File: config.mk
export PLATFORM = sky130hd
export DESIGN_NAME = high_side_switch_control
export DESIGN_NICKNAME = d
export VERILOG_FILES = /design/src/hss_pkg.sv /design/src/pulse_gen.sv /design/src/fault_filter.sv /design/src/high_side_switch_control.sv
export SDC_FILE = /design/constraint.sdc
export NUM_CORES = 1
export LEC_CHECK = 0
export ABC_AREA = 1
export ABC_CLOCK_PERIOD_IN_PS = 12000
export BUFFER_PORTS_ARGS = -buffer_cell sky130_fd_sc_hd__buf_2
export CAP_MARGIN = 10
export CORE_MARGIN = 2
export CORE_UTILIZATION = 55
export CTS_CLUSTER_SIZE = 8
export DETAILED_ROUTE_END_ITERATION = 12
export PLACE_DENSITY = 0.73
export SETUP_SLACK_MARGIN = 0.1
export SLEW_MARGIN = 20
export SYNTH_ARGS = -nofsm -noshare
export SYNTH_HDL_FRONTEND = slang
export SYNTH_SLANG_ARGS = --single-unit
File: constraint.sdc
create_clock -name ref_clk -period 12 [get_ports ref_clk]
set_clock_uncertainty 0.2 [all_clocks]
set_input_delay 1.2 -clock ref_clk [delete_from_list [all_inputs] [get_ports ref_clk]]
set_output_delay 1.2 -clock ref_clk [all_outputs]
set_load 0.01 [all_outputs]
File: src/hss_pkg.sv
package hss_pkg;

  // Output configuration codes for each switch's 3-bit field.
  localparam logic [2:0] CFG_OFF = 3'h0;
  localparam logic [2:0] CFG_ON = 3'h1;
  localparam logic [2:0] CFG_TIMER1 = 3'h2;
  localparam logic [2:0] CFG_TIMER2 = 3'h3;
  localparam logic [2:0] CFG_PWM1 = 3'h4;
  localparam logic [2:0] CFG_PWM2 = 3'h5;

  localparam int NUM_OUT = 4;
  localparam int CFG_W = 3;
  localparam int DUTY_W = 8;

  // Clock rate and PWM frequencies.
  localparam longint CLK_HZ = 100000000;
  localparam longint PWM_SLOW_HZ = 200;
  localparam longint PWM_FAST_HZ = 400;
  localparam int STEP_SLOW_CYC = int'(CLK_HZ / (PWM_SLOW_HZ * 256));
  localparam int STEP_FAST_CYC = int'(CLK_HZ / (PWM_FAST_HZ * 256));
  localparam int STEP_W = 12;

  // Filter times in nanoseconds, and their cycle counts (least time, rounded up).
  localparam longint CLK_PERIOD_NS = 10;
  localparam longint OC_FILTER_NS = 16000;
  localparam longint OL_FILTER_NS = 64000;
  localparam int OC_FILTER_CYC = int'((OC_FILTER_NS + CLK_PERIOD_NS - 1) / CLK_PERIOD_NS);
  localparam int OL_FILTER_CYC = int'((OL_FILTER_NS + CLK_PERIOD_NS - 1) / CLK_PERIOD_NS);
  localparam int FILT_W = 16;

  // Reset values.
  localparam logic [2:0] CFG_RESET = 3'h0;
  localparam logic [7:0] DUTY_RESET = 8'h00;

  // Device operating modes.
  typedef enum logic [4:0] {
    MODE_NORMAL = 5'h01,
    MODE_STOP = 5'h02,
    MODE_SLEEP = 5'h04,
    MODE_RESTART = 5'h08,
    MODE_FAILSAFE = 5'h10
  } mode_type;

endpackage

File: src/pulse_gen.sv
// One 8-bit PWM generator with a selectable period.
module pulse_gen (
  input wire logic ref_clk,
  input wire logic sys_rst,
  input wire logic clkEn,
  input wire logic fastSel,
  input wire logic [7:0] duty,
  output logic pwmOut
);

  logic [hss_pkg::STEP_W-1:0] prescale_ff;
  logic [7:0] phase_ff;
  logic pwm_ff;
  logic [hss_pkg::STEP_W-1:0] stepLen;
  logic stepDone;

  // Step length follows the frequency select.
  assign stepLen = fastSel ? hss_pkg::STEP_W'(hss_pkg::STEP_FAST_CYC - 1)
                           : hss_pkg::STEP_W'(hss_pkg::STEP_SLOW_CYC - 1);
  assign stepDone = (prescale_ff >= stepLen);

  // Free-running period counter: 256 steps make one period.
  always_ff @(posedge ref_clk or posedge sys_rst) begin
    if (sys_rst) begin
      prescale_ff <= '0;
      phase_ff <= 8'h00;
      pwm_ff <= 1'b0;
    end else if (clkEn) begin
      prescale_ff <= stepDone ? '0 : prescale_ff + hss_pkg::STEP_W'(1);
      if (stepDone) begin
        phase_ff <= phase_ff + 8'h01;
      end
      pwm_ff <= (phase_ff < duty);
    end
  end

  assign pwmOut = pwm_ff;

endmodule

File: src/fault_filter.sv
// Two-flop synchroniser and a persistence filter for one comparator input.
module fault_filter #(
  parameter int COUNT = 16
) (
  input wire logic ref_clk,
  input wire logic sys_rst,
  input wire logic clkEn,
  input wire logic arm,
  input wire logic rawIn,
  output logic syncOut,
  output logic tripped
);

  logic meta_ff;
  logic sync_ff;
  logic [hss_pkg::FILT_W-1:0] count_ff;

  // Synchronise first; only the second flop is read.
  always_ff @(posedge ref_clk or posedge sys_rst) begin
    if (sys_rst) begin
      meta_ff <= 1'b0;
      sync_ff <= 1'b0;
    end else if (clkEn) begin
      meta_ff <= rawIn;
      sync_ff <= meta_ff;
    end
  end

  // Count while the condition holds and the channel is armed.
  always_ff @(posedge ref_clk or posedge sys_rst) begin
    if (sys_rst) begin
      count_ff <= '0;
    end else if (clkEn) begin
      if (!(sync_ff && arm)) begin
        count_ff <= '0;
      end else if (count_ff != hss_pkg::FILT_W'(COUNT)) begin
        count_ff <= count_ff + hss_pkg::FILT_W'(1);
      end
    end
  end

  assign syncOut = sync_ff;
  assign tripped = (count_ff == hss_pkg::FILT_W'(COUNT));

endmodule

File: src/high_side_switch_control.sv
//
// Contract
// - Overvoltage forces outputs off unless disabled
// - Overvoltage release reactivates forced-off outputs only with recovery bit set
// - Undervoltage forces outputs off unless disabled
// - Recovery bit chooses restore or clear
// - Supply faults set only supply flags
// - Filtered overcurrent switches output off
// - Overcurrent sets flag, config becomes 000
// - Overcurrent flags stay until software clears
// - Open load flags, output stays on
// - Open-load flags sticky until software clear
// - Configuration writable only in normal mode
// - Restart or fail-safe turns outputs off
// - Protections stay active in stop, sleep
// - Output selects on, off, timers, PWMs
// - Two PWM generators, 8-bit duty each
// - Each generator runs 200Hz or 400Hz
// - PWM starts once output is assigned
// - Tiny duty may show no pulse
//
module high_side_switch_control (
  input wire logic ref_clk,
  input wire logic sys_rst,
  input wire logic clkEn,
  input wire hss_pkg::mode_type devMode,
  input wire logic cfgWrite,
  input wire logic [1:0] cfgSel,
  input wire logic [2:0] cfgData,
  input wire logic dutyWriteA,
  input wire logic dutyWriteB,
  input wire logic [7:0] dutyData,
  input wire logic freqWrite,
  input wire logic [1:0] freqData,
  input wire logic ctlWrite,
  input wire logic ovCutoffDisable,
  input wire logic uvCutoffDisable,
  input wire logic recoveryEnable,
  input wire logic ocClear,
  input wire logic [3:0] ocClearMask,
  input wire logic olClear,
  input wire logic [3:0] olClearMask,
  input wire logic supplyClear,
  input wire logic timer1In,
  input wire logic timer2In,
  input wire logic supplyOvRaw,
  input wire logic supplyUvRaw,
  input wire logic [3:0] overCurrentRaw,
  input wire logic [3:0] underCurrentRaw,
  output logic [3:0] outputSwitchN,
  output logic [3:0] overcurrentStatusReg,
  output logic [3:0] openLoadStatusReg,
  output logic supplyOvervoltageFlag,
  output logic supplyUndervoltageFlag,
  output logic [11:0] outputConfigState,
  output logic [7:0] pulseGenADutyOut,
  output logic [7:0] pulseGenBDutyOut,
  output logic [1:0] pulseGenFrequencySelect
);

  ////////////////////////////////////////////////////////////////////////////
  // Declarations.

  logic [2:0] cfg_ff [hss_pkg::NUM_OUT];
  logic [7:0] dutyA_ff;
  logic [7:0] dutyB_ff;
  logic [1:0] freq_ff;
  logic ovDis_ff;
  logic uvDis_ff;
  logic recEn_ff;
  logic [3:0] oc_ff;
  logic [3:0] ol_ff;
  logic supOv_ff;
  logic supUv_ff;
  logic supFault_ff;
  logic [3:0] sw_ff;
  logic [11:0] cfgOut_ff;
  logic [7:0] dutyAOut_ff;
  logic [7:0] dutyBOut_ff;
  logic [1:0] freqOut_ff;

  logic pwmA;
  logic pwmB;
  logic ovSync;
  logic uvSync;
  logic ovTrip;
  logic uvTrip;
  logic [3:0] ocSync;
  logic [3:0] olSync;
  logic [3:0] ocTrip;
  logic [3:0] olTrip;
  logic [3:0] demand;
  logic inNormal;
  logic offMode;
  logic supplyCut;
  logic supplyRelease;

  ////////////////////////////////////////////////////////////////////////////
  // Configuration code to switch demand.

  // Maps one configuration field onto the requested switch level.
  function automatic logic cfgDemand(input logic [2:0] code, input logic t1, input logic t2,
                                     input logic p1, input logic p2);
    logic lvl;
    lvl = 1'b0;
    case (code)
      hss_pkg::CFG_ON: lvl = 1'b1;
      hss_pkg::CFG_TIMER1: lvl = t1;
      hss_pkg::CFG_TIMER2: lvl = t2;
      hss_pkg::CFG_PWM1: lvl = p1;
      hss_pkg::CFG_PWM2: lvl = p2;
      default: lvl = 1'b0;
    endcase
    return lvl;
  endfunction

  ////////////////////////////////////////////////////////////////////////////
  // PWM generators and comparator filters.

  pulse_gen genA (
    .ref_clk(ref_clk),
    .sys_rst(sys_rst),
    .clkEn(clkEn),
    .fastSel(freq_ff[0]),
    .duty(dutyA_ff),
    .pwmOut(pwmA)
  );

  pulse_gen genB (
    .ref_clk(ref_clk),
    .sys_rst(sys_rst),
    .clkEn(clkEn),
    .fastSel(freq_ff[1]),
    .duty(dutyB_ff),
    .pwmOut(pwmB)
  );

  fault_filter #(.COUNT(1)) ovFilt (
    .ref_clk(ref_clk),
    .sys_rst(sys_rst),
    .clkEn(clkEn),
    .arm(1'b1),
    .rawIn(supplyOvRaw),
    .syncOut(ovSync),
    .tripped(ovTrip)
  );

  fault_filter #(.COUNT(1)) uvFilt (
    .ref_clk(ref_clk),
    .sys_rst(sys_rst),
    .clkEn(clkEn),
    .arm(1'b1),
    .rawIn(supplyUvRaw),
    .syncOut(uvSync),
    .tripped(uvTrip)
  );

  for (genvar i = 0; i < hss_pkg::NUM_OUT; i++) begin : g_chan
    fault_filter #(.COUNT(hss_pkg::OC_FILTER_CYC)) ocFilt (
      .ref_clk(ref_clk),
      .sys_rst(sys_rst),
      .clkEn(clkEn),
      .arm(sw_ff[i]),
      .rawIn(overCurrentRaw[i]),
      .syncOut(ocSync[i]),
      .tripped(ocTrip[i])
    );
    fault_filter #(.COUNT(hss_pkg::OL_FILTER_CYC)) olFilt (
      .ref_clk(ref_clk),
      .sys_rst(sys_rst),
      .clkEn(clkEn),
      .arm(sw_ff[i]),
      .rawIn(underCurrentRaw[i]),
      .syncOut(olSync[i]),
      .tripped(olTrip[i])
    );
  end

  ////////////////////////////////////////////////////////////////////////////
  // Mode and supply decode.

  // Only normal mode accepts writes; restart and fail-safe force off.
  assign inNormal = (devMode == hss_pkg::MODE_NORMAL);
  assign offMode = (devMode == hss_pkg::MODE_RESTART) || (devMode == hss_pkg::MODE_FAILSAFE);
  assign supplyCut = (ovTrip && !ovDis_ff) || (uvTrip && !uvDis_ff);
  // Falling edge of the combined cut marks the release point.
  assign supplyRelease = supFault_ff && !supplyCut;

  for (genvar j = 0; j < hss_pkg::NUM_OUT; j++) begin : g_dem
    assign demand[j] = cfgDemand(cfg_ff[j], timer1In, timer2In, pwmA, pwmB);
  end

  ////////////////////////////////////////////////////////////////////////////
  // Configuration registers.

  // Writes land only in normal mode; hardware clears win over software.
  always_ff @(posedge ref_clk or posedge sys_rst) begin
    if (sys_rst) begin
      for (int k = 0; k < hss_pkg::NUM_OUT; k++) begin
        cfg_ff[k] <= hss_pkg::CFG_RESET;
      end
    end else if (clkEn) begin
      for (int k = 0; k < hss_pkg::NUM_OUT; k++) begin
        if (cfgWrite && inNormal && (cfgSel == 2'(k))) begin
          cfg_ff[k] <= cfgData;
        end
        if (supplyRelease && !recEn_ff) begin
          cfg_ff[k] <= hss_pkg::CFG_OFF;
        end
        if (ocTrip[k]) begin
          cfg_ff[k] <= hss_pkg::CFG_OFF;
        end
        if (offMode) begin
          cfg_ff[k] <= hss_pkg::CFG_OFF;
        end
      end
    end
  end

  // Duty, frequency and cutoff controls, normal mode only.
  always_ff @(posedge ref_clk or posedge sys_rst) begin
    if (sys_rst) begin
      dutyA_ff <= hss_pkg::DUTY_RESET;
      dutyB_ff <= hss_pkg::DUTY_RESET;
      freq_ff <= 2'h0;
      ovDis_ff <= 1'b0;
      uvDis_ff <= 1'b0;
      recEn_ff <= 1'b0;
    end else if (clkEn && inNormal) begin
      if (dutyWriteA) begin
        dutyA_ff <= dutyData;
      end
      if (dutyWriteB) begin
        dutyB_ff <= dutyData;
      end
      if (freqWrite) begin
        freq_ff <= freqData;
      end
      if (ctlWrite) begin
        ovDis_ff <= ovCutoffDisable;
        uvDis_ff <= uvCutoffDisable;
        recEn_ff <= recoveryEnable;
      end
    end
  end

  ////////////////////////////////////////////////////////////////////////////
  // Status flags; a set in the clear cycle wins.

  always_ff @(posedge ref_clk or posedge sys_rst) begin
    if (sys_rst) begin
      oc_ff <= 4'h0;
      ol_ff <= 4'h0;
      supOv_ff <= 1'b0;
      supUv_ff <= 1'b0;
    end else if (clkEn) begin
      oc_ff <= (oc_ff & ~(ocClear ? ocClearMask : 4'h0)) | ocTrip;
      ol_ff <= (ol_ff & ~(olClear ? olClearMask : 4'h0)) | olTrip;
      supOv_ff <= (supOv_ff && !supplyClear) || ovSync;
      supUv_ff <= (supUv_ff && !supplyClear) || uvSync;
    end
  end

  ////////////////////////////////////////////////////////////////////////////
  // Switch drive.

  // Open load never turns a switch off; supply, overcurrent and mode do.
  always_ff @(posedge ref_clk or posedge sys_rst) begin
    if (sys_rst) begin
      sw_ff <= 4'h0;
      supFault_ff <= 1'b0;
    end else if (clkEn) begin
      supFault_ff <= supplyCut;
      if (offMode || supplyCut || (supplyRelease && !recEn_ff)) begin
        sw_ff <= 4'h0;
      end else begin
        sw_ff <= demand & ~ocTrip;
      end
    end
  end

  // Mirror registers so every output leaves a flop.
  always_ff @(posedge ref_clk or posedge sys_rst) begin
    if (sys_rst) begin
      cfgOut_ff <= 12'h000;
      dutyAOut_ff <= 8'h00;
      dutyBOut_ff <= 8'h00;
      freqOut_ff <= 2'h0;
    end else if (clkEn) begin
      cfgOut_ff <= {cfg_ff[3], cfg_ff[2], cfg_ff[1], cfg_ff[0]};
      dutyAOut_ff <= dutyA_ff;
      dutyBOut_ff <= dutyB_ff;
      freqOut_ff <= freq_ff;
    end
  end

  assign outputSwitchN = sw_ff;
  assign overcurrentStatusReg = oc_ff;
  assign openLoadStatusReg = ol_ff;
  assign supplyOvervoltageFlag = supOv_ff;
  assign supplyUndervoltageFlag = supUv_ff;
  assign outputConfigState = cfgOut_ff;
  assign pulseGenADutyOut = dutyAOut_ff;
  assign pulseGenBDutyOut = dutyBOut_ff;
  assign pulseGenFrequencySelect = freqOut_ff;

endmodule

Word-level counts from Yosys, hierarchy flattened
Index checks and enable logic that the tools add are counted.
{"block": "totals", "ff_bits": 300, "latch_bits": 0, "mem_bits_rw": 0, "mem_bits_ro": 0, "input_bits": 54, "wordCells": 241, "memories": 0}
{"block": "op_classes", "addsub": 14, "mul": 0, "div": 0, "order_cmp": 4, "eq_ne": 56, "n_shift": 0, "muxes": 47, "n_bitwise": 8, "n_reduce_logical": 56}
{"op": "16-bit two-way mux", "n": 20}
{"op": "16-bit by 1-bit adder with 16-bit output (second input constant)", "n": 10}
{"op": "16-bit by 11-bit equality test with 1-bit output (second input constant)", "n": 4}
{"op": "16-bit by 13-bit equality test with 1-bit output (second input constant)", "n": 4}
{"op": "16-bit by 11-bit inequality test with 1-bit output (second input constant)", "n": 4}
{"op": "16-bit by 13-bit inequality test with 1-bit output (second input constant)", "n": 4}
{"op": "3-bit two-way mux", "n": 16}
{"op": "2-bit AND reduction", "n": 20}
{"op": "16-bit by 1-bit equality test with 1-bit output (second input constant)", "n": 2}
{"op": "16-bit by 1-bit inequality test with 1-bit output (second input constant)", "n": 2}
{"op": "12-bit by 1-bit adder with 12-bit output (second input constant)", "n": 2}
{"op": "3-bit by 2-bit equality test with 1-bit output (second input constant)", "n": 8}
{"op": "3-bit equality test (second input constant)", "n": 8}
{"op": "12-bit >= comparator", "n": 2}
{"op": "12-bit two-way mux", "n": 2}
{"op": "11-bit two-way mux", "n": 2}
{"op": "1-bit logical AND", "n": 20}
{"op": "2-bit inequality test (second input constant)", "n": 10}
{"op": "1-bit case mux with 5 select lines", "n": 4}
{"op": "8-bit by 1-bit adder with 8-bit output (second input constant)", "n": 2}
{"op": "8-bit < comparator", "n": 2}
{"op": "4-bit nonzero test", "n": 4}
{"op": "4-bit bitwise AND", "n": 3}
{"op": "3-bit by 1-bit equality test with 1-bit output (second input constant)", "n": 4}
{"op": "other kinds (11)", "n": 26}

Longest topological paths before layout
Gate-level depths: netlist of the first run.
{"block": "depth", "ltp_word": 9, "mapped_depth": 11, "depth_no_buf": 11}

Cells and area by module
Synthesis of the first run repeated with hierarchy kept, for this count alone.
{"block": "hier_totals", "cells_unflattened": 2636, "hier_area_um2": 18484.0}
{"mod": "fault_filter at g_chan[0].olFilt ...", "n_inst": 4, "cells_per_inst": 181, "area_per_inst_um2": 1204.9}
{"mod": "fault_filter at g_chan[0].ocFilt ...", "n_inst": 4, "cells_per_inst": 180, "area_per_inst_um2": 1187.4}
{"mod": "high_side_switch_control", "n_inst": 1, "cells_per_inst": 402, "area_per_inst_um2": 3422.0}
{"mod": "pulse_gen", "n_inst": 2, "cells_per_inst": 199, "area_per_inst_um2": 1488.9}
{"mod": "fault_filter at ovFilt ...", "n_inst": 2, "cells_per_inst": 196, "area_per_inst_um2": 1257.5}

Least setup slack after synthesis of the first run
Ideal clock, no wire load.
{"block": "synth_path", "path_type": "input to register", "from": "in clkEn", "to": "reg genB.prescale_ff[7] in the netlist's numbering", "setup_ns": 0.120, "arrival_time_ns": 2.092, "required_ns": 11.680, "slack_ns": 9.588, "path_stages": 8, "n_path_buf": 2, "path_cell_list": "buf_6 buf_8 nand2_2 nor2_4 nand3_2 nor3_2 xor2_1 nor2_1"}
{"item": "start, declared", "line_no": "high_side_switch_control.sv:25", "text": "input wire logic clkEn,"}
{"item": "end signal, assigned", "line_no": "pulse_gen.sv:29", "text": "prescale_ff <= stepDone ? '0 : prescale_ff + hss_pkg::STEP_W'(1);"}
{"item": "end, declared", "line_no": "pulse_gen.sv:11", "text": "logic [hss_pkg::STEP_W-1:0] prescale_ff;"}

Worst setup path after layout of the first run
{"block": "layout_path", "from": "in clkEn", "to": "reg g_chan[3].olFilt.count_ff[4] in the netlist's numbering"}
{"block": "layout_via", "elab_chain_len": 1}
{"item": "2-bit AND reduction (no source line)"}
{"item": "end signal, assigned", "line_no": "fault_filter.sv:37", "text": "count_ff <= count_ff + hss_pkg::FILT_W'(1);"}
{"item": "end, declared", "line_no": "fault_filter.sv:16", "text": "logic [hss_pkg::FILT_W-1:0] count_ff;"}
Every way passes these cells.
A chain may end at the register's enable or synchronous reset.

==> reports/metrics.yaml, run 1 <==
run_status:
  outcome: "completed"
worst_setup_path:
  crit_family: "buffers and inverters"
  path_cells: "buf_4 > inv_4 > buf_4 > nor2_1 > inv_1 > nand2_1 > nand4_1 > o21ai_0"
  cp-end-kind: "flop"
  crit_required_ns: 12.17
  cp_max_fo: 76
  cp.arrival_ns: 3.57
  crit_path_frequent_cell: "buf_4"
  critPathSlowestCell: "buf_4"
  crit_buf_inv: 4
  start_kind: "primary input"
  critical-path-max-stage-delay_ns: 0.69
  crit_type: "primary input to flop"
drt:
  post_drt_wl_per_cell_um: 14.7
  drt_iter0_markers: 1139
  ant_nets: 0
  drc_errors: 0
  firstDrtPassIters: 6
  num_vias: 15700
  via_per_inst: 5.60
  wirelength_um: 41400
flow_run:
  max-cap-violations: 0
grt:
  grt_pass1_wl_um: 71300
  grt_pass1_vias: 15200
  busiest_layer: "met2"
  grtUsageMet1_pct: 34.4
  gr-usage-met2_pct: 43.8
  grtUsageTotal_pct: 25.8
  grt_max_degree: 145
  grtUsageMet3_pct: 4.33
  grt_antenna_before_repair: 2
  grt-ovfl-total: 0
floorplan:
  start_util_pct: 55.5
  core-area_um2: 31300
  die_h_um: 182
  die_area_um2: 33000
  io-pin-count: 98
  dieWidth_um: 182
  num_rows: 65
clocking:
  ctsResizeCount: 0
  htreeDepth: 2
  numCtsBuffers: 43
  clock_latency_ns: 0.53
  clkTransAtPathRegs_ns: 0.05
  postCtsHoldBufs: 0
  cts_sinks: 300
  post_cts_buffers: 0
  cts_tree: "built"
  clockBufferDepth: 3
  clock-root-buffer: "clkbuf_16"
sta:
  setup_viol: 0
  drv_slew: 0
  setup_tns_ns: 0
  fin_crit_sh_pct: 28.3
  maxSlewHeadroom_pct: 42.0
  hold_violations: 0
  timing.fmax_mhz: 295
  tightest_slew_ns: 0.867
  rsz0062_at_grt: "no"
  period_needed_ns: 3.39
yosys:
  ys_async_sr_fraction_pct: 100
  synth_top_area_cell: "dfrtp_1"
  yosysTopAreaCellShare_pct: 43.2
  synthDistinctLibCells: 46
  synthesis.nets: 2421
  ys_top_cells_by_area: "dfrtp_1 (43%), nand2_1 (13%), o21ai_0 (5.7%)"
  ys_seq_elements: 300
  postSynthAreaPerCell_um2: 7.51
  synth_area_um2: 17400
  synth-edff-count: 0
  synth_cells: 2315
  ys_seq_area_share_pct: 43.2
  synth.most_common_cell: "nand2_1"
  netlist_top_cells_count: "nand2_1 (609), dfrtp_1 (300), inv_1 (253)"
  synth-main-ff-cell: "dfrtp_1"
  yosys_warnings: 0
final_layout:
  syn2layout_area_growth_pct: 10.5
  layout-drive-gt1-share_pct: 9.06
  fillers: 2739
  antenna_cells: 0
  nNetsFinal: 2507
hold_path:
  hold_class: "flop to flop"
power:
  power_mw: 2.75
  p_per_area_nw_per_um2: 143
  p_leak_nw: 8.87
  peakVddDrop_uv: 97.2
placed_design:
  portBuffers: 97
  gp_congestion: 0.926
  dp_hpwl_um: 29200
## state kept, by name, indices dropped and copies added, names as in the netlist, 8 cells and up
name                    count
g_chan.ocFilt.count_ff     64
pulseGenADutyOut            8
uvFilt.count_ff            16
pulseGenBDutyOut            8
ovFilt.count_ff            16
genB.phase_ff               8
genA.prescale_ff           12
genA.phase_ff               8
g_chan.olFilt.count_ff     64
outputConfigState          12
dutyA_ff                    8
dutyB_ff                    8
cfg_ff                     12
genB.prescale_ff           12
## path summary, 6_finish.rpt
kind	startpoint	to	slack (ns)	cells past startpoint
worst max-delay path	clkEn	g_chan[3].olFilt.count_ff[4]$_DFFE_PP0P_	8.61	8
worst min-delay path	g_chan[2].ocFilt.syncOut$_DFFE_PP0P_	g_chan[2].ocFilt.syncOut$_DFFE_PP0P_	0.27	2
worst max register to register	freq_ff[1]$_DFFE_PP0P_	genB.prescale_ff[2]$_DFFE_PP0P_	9.48	11
worst min register to register	g_chan[2].ocFilt.syncOut$_DFFE_PP0P_	g_chan[2].ocFilt.syncOut$_DFFE_PP0P_	0.27	2
max in group asynchronous	sys_rst	g_chan[0].ocFilt.count_ff[12]$_DFFE_PP0P_	9.77	3
min in group asynchronous	sys_rst	g_chan[2].ocFilt.count_ff[4]$_DFFE_PP0P_	0.62	2
## worst reg2reg max path, delay by kind of cell, from the launching register on
kind | cells | cell delay [ns]
buffers and inverters | 3 | 0.39
AO/OA/AOI/OAI | 1 | 0.09
adder cells (fa/ha/maj) | 1 | 0.29
flip-flops | 1 | 0.42
AND/OR/NAND/NOR | 6 | 1.05
## per-layer routing
layer  up-vias  share of wire [%]
li1       7829                  -
met3        73                5.4
met5         -              0.065
met4         4                2.0
met2       404                 47
met1      7415                 45
## placed cells by master (no fill, tap or decap), types with 11 or more instances in the layout
master | Yosys | routed
dfrtp_1 | 300 | 300
nor2_1 | 228 | 228
o21ai_2 | 11 | 11
o21ai_0 | 197 | 197
a21oi_1 | 32 | 32
clkbuf_16 | 0 | 43
ha_1 | 52 | 52
o21ai_1 | 30 | 30
a31o_2 | 14 | 14
nand3_1 | 185 | 185
nand2_1 | 609 | 609
xor2_1 | 41 | 41
nand4_1 | 145 | 145
nor3_1 | 73 | 73
inv_1 | 253 | 252
buf_2 | 17 | 96
xnor2_1 | 11 | 11
## final cells by class
cell class / instances / area, µm² / area share [%]
Clock buffer: 46 / 1100 / 5.72
Clock inverter: 3 / 26.3 / 0.137
Inverter: 259 / 987 / 5.14
Multi-Input combinational cell: 1696 / 8540 / 44.5
Sequential cell: 300 / 7510 / 39.1
Tap cell: 402 / 503 / 2.62
Timing Repair Buffer: 101 / 526 / 2.74
## logic make-up after synthesis
| group | count (synthesis) | share of synthesized area [%] |
|---|---|---|
| muxes | 1 | 0.0648 |
| and+or+nand+nor | 1289 | 33.2 |
| xor gates and xnor gates | 52 | 2.62 |
| buffers and inverters | 319 | 7.61 |
| AOI/OAI and AO/OA | 302 | 9.55 |
| DFF | 300 | 43.2 |
| adders and majority gates | 52 | 3.74 |
## power breakdown
part | leakage [nW] | internal, mW | switching, mW
clock network | 0.553 | 0.638 | 0.424
registers | 3.97 | 1.12 | 0.106
logic | 4.35 | 0.158 | 0.305
## stage by stage
stage	area [µm²]	hold slack [ns]	utilization [%]	std cells	setup WS, ns
final	19200	0.267	61.3	2807	8.61
after global routing	19200	0.290	61.3	2807	8.29
after CTS	19200	0.270	61.3	2807	8.64
after detailed placement	18100	0.258	57.7	2758	8.10
after global placement	18100	0.254	57.7	2758	8.14
after floorplan	17400	0.242	-	2315	2.31
(Power assumes the default switching activity.)
==> run 2, diff against run 1 <==
--- a/config.mk
+++ b/config.mk
@@ -6,14 +6,14 @@
 export NUM_CORES = 1
 export LEC_CHECK = 0
 export ABC_AREA = 1
-export ABC_CLOCK_PERIOD_IN_PS = 12000
+export ABC_CLOCK_PERIOD_IN_PS = 2900
 export BUFFER_PORTS_ARGS = -buffer_cell sky130_fd_sc_hd__buf_2
 export CAP_MARGIN = 10
 export CORE_MARGIN = 2
 export CORE_UTILIZATION = 55
 export CTS_CLUSTER_SIZE = 8
 export DETAILED_ROUTE_END_ITERATION = 12
-export PLACE_DENSITY = 0.73
+export PLACE_DENSITY = 0.76
 export SETUP_SLACK_MARGIN = 0.1
 export SLEW_MARGIN = 20
 export SYNTH_ARGS = -nofsm -noshare
==> constraint.sdc (replaced) <==
create_clock -name ref_clk -period 2.9 [get_ports ref_clk]
set_clock_uncertainty 0.2 [all_clocks]
set_input_delay 0.29 -clock ref_clk [delete_from_list [all_inputs] [get_ports ref_clk]]
set_output_delay 0.29 -clock ref_clk [all_outputs]
set_load 0.01 [all_outputs]
==> run 2 against run 1 <==
Net effect: flip-flop and latch count unchanged; via count up 3.2%; final cell count up 2.0%; final area up 3.1%; worst hold slack worse by 0.26 ns; first-iteration DRC count up 25%; critical endpoint is now freq_ff[0]$_DFFE_PP0P_.
==> reports/metrics.yaml, run 2 (synthesized netlist as in run 1, its figures left out) <==
clocking:
  clockBufferDepth: 3  # unchanged
  cts_tree: "built"
  clkTransAtPathRegs_ns: 0.05  # about the same
  clock_latency_ns: 0.52  # about the same
  clock-root-buffer: "clkbuf_16"
  post_cts_buffers: 0  # unchanged
  numCtsBuffers: 43  # unchanged
  cts_sinks: 300  # unchanged
  htreeDepth: 2  # unchanged
placed_design:
  dp_hpwl_um: 30200  # +3.6%
  dpl.cell_count: 2770  # +0.44%
  gp_congestion: 0.937  # +1.2%
  portBuffers: 97  # unchanged
floorplan:
  start_util_pct: 55.5  # unchanged
  core-area_um2: 31300  # unchanged
  num_rows: 65  # unchanged
  die_h_um: 182  # unchanged
  io-pin-count: 98  # unchanged
  die_area_um2: 33000  # unchanged
  dieWidth_um: 182  # unchanged
hold_path:
  holdPathEnd: "cfg_ff[1]$_DFFE_PP0P_"
  hold_class: "primary input to flop"
  hold_path.startpoint: "cfgData[1]"
  holdPathStages: 5  # +3
sta:
  setup_tns_ns: 0  # unchanged
  tightest_slew_ns: 0.854  # -0.0130 ns
  rsz0062_at_grt: "no"
  fin_crit_sh_pct: 91.7
  timing.fmax_mhz: 376
  setup_viol: 0  # unchanged
  drv_slew: 0  # unchanged
  hold_violations: 0  # unchanged
  maxSlewHeadroom_pct: 42.9  # +0.94 points
  period_needed_ns: 2.66
final_layout:
  syn2layout_area_growth_pct: 13.9
  final_cell_mix: "nand2_1 (609), dfrtp_1 (300), inv_1 (252), nor2_1 (227), o21ai_0 (197)"
  fillers: 2686  # -1.9%
  nNetsFinal: 2564  # +2.3%
  register_area_um2: 7510  # unchanged
  layout-drive-gt1-share_pct: 9.35  # +0.29 points
  final_common_cell: "nand2_1"
  reg_top3: "g_chan.ocFilt.count_ff: 64 flops, g_chan.olFilt.count_ff: 64 flops"
  instances_no_fill: 2862  # +2.0%
  antenna_cells: 0  # unchanged
  multiInputGateArea_um2: 8550  # about the same
grt:
  grt-ovfl-total: 0  # unchanged
  grt_pass1_vias: 15700  # +3.0%
  grt_max_degree: 116  # -20%
  grt_pass1_wl_um: 73100  # +2.5%
  grtUsageTotal_pct: 26.3  # +0.52 points
  grt_antenna_before_repair: 0  # -2
drt:
  firstDrtPassIters: 6  # unchanged
  ant_nets: 0  # unchanged
  drt_iter0_markers: 1425  # +25%
  drc_errors: 0  # unchanged
  via_per_inst: 5.67  # +1.2%
  wirelength_um: 43100  # +4.2%
  num_vias: 16200  # +3.2%
  post_drt_wl_per_cell_um: 15.1  # +2.2%
worst_setup_path:
  crit_required_ns: 3.16  # -9.01 ns
  ff2ff_path_depth: 9  # -2
  cp_max_fo: 16  # -79%
  start_kind: "primary input"
  cp-end-kind: "flop"
  cp.arrival_ns: 2.92  # -0.65 ns
  crit_type: "primary input to flop"
  rr_endpoint: "genB.prescale_ff[10]$_DFFE_PP0P_"
  r2r_start: "freq_ff[1]$_DFFE_PP0P_"
  ff2ff_setup_slack_ns: 0.35  # -9.13 ns
power:
  peakVddDrop_uv: 512  # +430%
  p_per_area_nw_per_um2: 581  # +310%
  power_mw: 11.5  # +320%
  p_leak_nw: 9.12  # +2.8%
flow_run:
  max-cap-violations: 0  # unchanged
run_status:
  outcome: "completed"
==> run 2: how the worst max path moves through the flow <==
stage / start / end / slack (ns) / depth (start not counted)
2_1_floorplan: sys_rst / cfg_ff[0]$_DFFE_PP0P_ / -1.58 / 1
3_3_place_gp: freq_ff[1]$_DFFE_PP0P_ / genB.prescale_ff[10]$_DFFE_PP0P_ / 0.50 / 11
3_5_place_dp: freq_ff[1]$_DFFE_PP0P_ / genB.prescale_ff[10]$_DFFE_PP0P_ / 0.39 / 11
4_1_cts: clkEn / freq_ff[1]$_DFFE_PP0P_ / 0.19 / 8
5_1_grt: clkEn / freq_ff[0]$_DFFE_PP0P_ / 0.14 / 8
6_report: clkEn / freq_ff[0]$_DFFE_PP0P_ / 0.24 / 8
==> run 2: repair_timing <==
| item | 4_1_cts | 5_1_grt |
|---|---|---|
| hold endpoints to repair | 349 | 0 |
| hold buffers | 45 | 0 |
| gates resized for setup | 0 | 1 |
| setup endpoints to repair | 0 | 1 |
==> run 2: area by class of cell <==
cell class / instances / area share [%]
flip-flops and latches: 300 / 37.9
multi-input cells: 1696 / 43.2
inverters: 259 / 4.94
clock inverters: 1 / 0.0253
repair buffers: 158 / 5.66
clock buffers: 46 / 5.71
well taps: 402 / 2.54
==> run 2: routing by layer <==
metal	vias to the layer above	GRT usage, %	share of wire [%]
met5	-	0	0
met3	97	4.29	5.7
li1	7928	-	-
met1	7698	34.8	44
met4	0	8.00	2.3
met2	508	44.5	48
==> run 2: power breakdown <==
part	switching, mW	internal [mW]	total, mW
Clock	1.71	2.70	4.41
Combinational	1.30	0.717	2.02
Sequential	0.433	4.64	5.07
Total	3.44	8.05	11.5
==> run 2: worst max-delay path: stages <==
cell and delay [ns]:
dlygate4sd3_1 0.53, buf_4 0.27, nand4_1 0.30, nor2_2 0.26
nand2_1 0.07, dlygate4sd3_1 0.55, o21ai_0 0.07, dlygate4sd3_1 0.56
==> run 2: stage by stage <==
step	setup slack [ns]	hold WS, ns	utilization (%)	cell area, µm²
5_1_grt	0.142	0.0352	63.2	19800
6_report	0.240	0.0118	63.2	19800
3_5_place_dp	0.386	0.262	58.1	18200
3_3_place_gp	0.499	0.255	58.1	18200
2_1_floorplan	-1.58	0.207	-	17400
4_1_cts	0.191	0.00185	63.2	19800
==> run 3, diff against run 2 <==
--- a/config.mk
+++ b/config.mk
@@ -14,6 +14,7 @@
 export CTS_CLUSTER_SIZE = 8
 export DETAILED_ROUTE_END_ITERATION = 12
 export PLACE_DENSITY = 0.76
+export RECOVER_POWER = 50
 export SETUP_SLACK_MARGIN = 0.1
 export SLEW_MARGIN = 20
 export SYNTH_ARGS = -nofsm -noshare
==> run 3 against run 2 <==
Net effect: the flow now finishes with violations (capacitance limit, slew limit); fmax rose by 0.42%; via count up 0.12%; total power hardly changed; clock power is essentially flat; critical path depth unchanged; critical path type unchanged; largest cell class unchanged; largest power group unchanged.
==> reports/metrics.yaml, run 3 (synthesized netlist as in run 1, its figures left out) <==
run_status:
  outcome: "finished with violations"
  violations: "capacitance limit, slew limit"
hold_path:
  hold_class: "primary input to flop"
  hold_path.startpoint: "cfgData[1]"
  holdPathStages: 5  # unchanged
  holdPathEnd: "cfg_ff[1]$_DFFE_PP0P_"
final_layout:
  reg_top3: "g_chan.ocFilt.count_ff: 64 flops, g_chan.olFilt.count_ff: 64 flops"
  final_common_cell: "nand2_1"
  final_cell_mix: "nand2_1 (609), dfrtp_1 (300), inv_1 (252), nor2_1 (227), o21ai_0 (197)"
  layout-drive-gt1-share_pct: 8.82  # -0.53 points
  nNetsFinal: 2564  # unchanged
  antenna_cells: 0  # unchanged
  syn2layout_area_growth_pct: 13.5
  design_area_um2: 19700  # -0.32%
  fin_util_pct: 63.0  # -0.20 points
floorplan:
  die_area_um2: 33000  # unchanged
  start_util_pct: 55.5  # unchanged
  num_rows: 65  # unchanged
  dieWidth_um: 182  # unchanged
  io-pin-count: 98  # unchanged
  core-area_um2: 31300  # unchanged
  die_h_um: 182  # unchanged
power:
  seqPwrFrac_pct: 44.1  # about the same
  p_per_area_nw_per_um2: 582  # +0.27%
  p_leak_nw: 9.06  # -0.61%
  sw_frac_of_total_pct: 30.0  # +0.071 points
  power_switching_mw: 3.45  # +0.18%
  intPower_mw: 8.04  # -0.15%
  peakVddDrop_uv: 514  # +0.48%
  pwr-share-comb_pct: 17.4  # -0.2 points
  pwr-share-clk_pct: 38.4  # about the same
sta:
  period_needed_ns: 2.65  # -0.0111 ns
  tightest_slew_ns: 1.64  # +0.788 ns
  hold_violations: 0  # unchanged
  rsz0062_at_grt: "no"
  setup_tns_ns: 0  # unchanged
  setup_viol: 0  # unchanged
  maxSlewHeadroom_pct: -9.48  # -52 points
  fin_crit_sh_pct: 91.3  # -0.38 points
  timing.fmax_mhz: 377  # +0.42%
  drv_slew: 181  # +181
worst_setup_path:
  rr_endpoint: "genB.prescale_ff[10]$_DFFE_PP0P_"
  cp_max_fo: 16  # unchanged
  ff2ff_setup_slack_ns: 0.35  # about the same
  cp.arrival_ns: 2.91  # about the same
  start_kind: "primary input"
  crit_type: "primary input to flop"
  cp-end-kind: "flop"
  r2r_start: "freq_ff[1]$_DFFE_PP0P_"
  crit_required_ns: 3.16  # about the same
  ff2ff_path_depth: 9  # unchanged
placed_design:
  dpl_cell_area_um2: 18200  # unchanged
  gp_congestion: 0.937  # unchanged
  portBuffers: 97  # unchanged
  dp_hpwl_um: 30200  # unchanged
flow_run:
  max-cap-violations: 1  # +1
grt:
  grt_max_degree: 116  # unchanged
  grt_pass1_vias: 15700  # unchanged
  grtUsageTotal_pct: 26.3  # unchanged
  grt-ovfl-total: 0  # unchanged
  grt_antenna_before_repair: 0  # unchanged
  grt_pass1_wl_um: 73100  # unchanged
drt:
  num_vias: 16300  # +0.12%
  drt_iter0_markers: 1319  # -7.4%
  ant_nets: 0  # unchanged
  wirelength_um: 43000  # -0.24%
  firstDrtPassIters: 6  # unchanged
  drc_errors: 0  # unchanged
  post_drt_wl_per_cell_um: 15.0  # -0.24%
  via_per_inst: 5.68  # +0.12%
clocking:
  clockBufferDepth: 3  # unchanged
  clock-root-buffer: "clkbuf_16"
  cts_sinks: 300  # unchanged
  clkTransAtPathRegs_ns: 0.05  # about the same
  clock_latency_ns: 0.52  # about the same
  cts_tree: "built"
  htreeDepth: 2  # unchanged
  numCtsBuffers: 43  # unchanged
  post_cts_buffers: 0  # unchanged
-- run 3: changes by cell type in the layout (fill, tap and decap cells not counted), sizes merged --
| cell | previous run | this run |
|---|---|---|
| buf | 113 | 97 |
| clkbuf | 46 | 62 |
-- run 3: layout make-up --
type | instances | area [µm²]
repair buffers | 158 | 1060
clock inverters | 1 | 5.00
inverters | 259 | 976
multi-input cells | 1696 | 8550
flip-flops and latches | 300 | 7510
clock buffers | 46 | 1130
well taps | 402 | 503
fillers | 2701 | 11600
-- run 3: timing repair --
item,4_1_cts,5_1_grt
hold endpoints to repair,349,0
setup endpoints to repair,0,1
hold buffers,45,0
gates resized for setup,0,1
-- run 3: worst max-delay path, cell delays in order --
cell	delay, ns
dlygate4sd3_1	0.53
buf_4	0.27
nand4_1	0.29
nor2_2	0.26
nand2_1	0.07
dlygate4sd3_1	0.55
o21ai_0	0.07
dlygate4sd3_1	0.56
-- run 3: per-stage QoR --
stage / hold WS [ns] / std cells / setup slack (ns) / power, mW
after floorplan: 0.207 / 2315 / -1.58 / 6.44
after global routing: 0.0352 / 2862 / 0.142 / 12.1
after global placement: 0.255 / 2770 / 0.499 / 6.99
after detailed placement: 0.262 / 2770 / 0.386 / 7.08
after CTS: 0.00185 / 2862 / 0.191 / 11.6
final: 0.0114 / 2862 / 0.251 / 11.5
-- run 3: worst max-delay path by stage --
stage,from,to,slack (ns),cells after the start
after global routing,clkEn,freq_ff[0]$_DFFE_PP0P_,0.14,8
after floorplan,sys_rst,cfg_ff[0]$_DFFE_PP0P_,-1.58,1
after detailed placement,freq_ff[1]$_DFFE_PP0P_,genB.prescale_ff[10]$_DFFE_PP0P_,0.39,11
final,clkEn,freq_ff[0]$_DFFE_PP0P_,0.25,8
after CTS,clkEn,freq_ff[1]$_DFFE_PP0P_,0.19,8
after global placement,freq_ff[1]$_DFFE_PP0P_,genB.prescale_ff[10]$_DFFE_PP0P_,0.50,11
-- run 3: routing by layer --
metal  global-route usage, %  vias up  routed length, µm
met2                    44.5      500              20500
met4                    8.00        0               1070
met1                    34.8     7712              18900
met3                    4.29      110               2500
met5                       0        -                  0
li1                        -     7929                  -
-- run 3: power by group through the flow --
stage / logic (mW) / registers [mW] / clock network, mW
CTS: 2.02 / 5.06 / 4.50
global route: 2.29 / 5.12 / 4.68
detailed placement: 1.96 / 5.12 / 0
global placement: 1.89 / 5.10 / 0
finish: 2.00 / 5.07 / 4.42
floorplan: 1.40 / 5.04 / 0
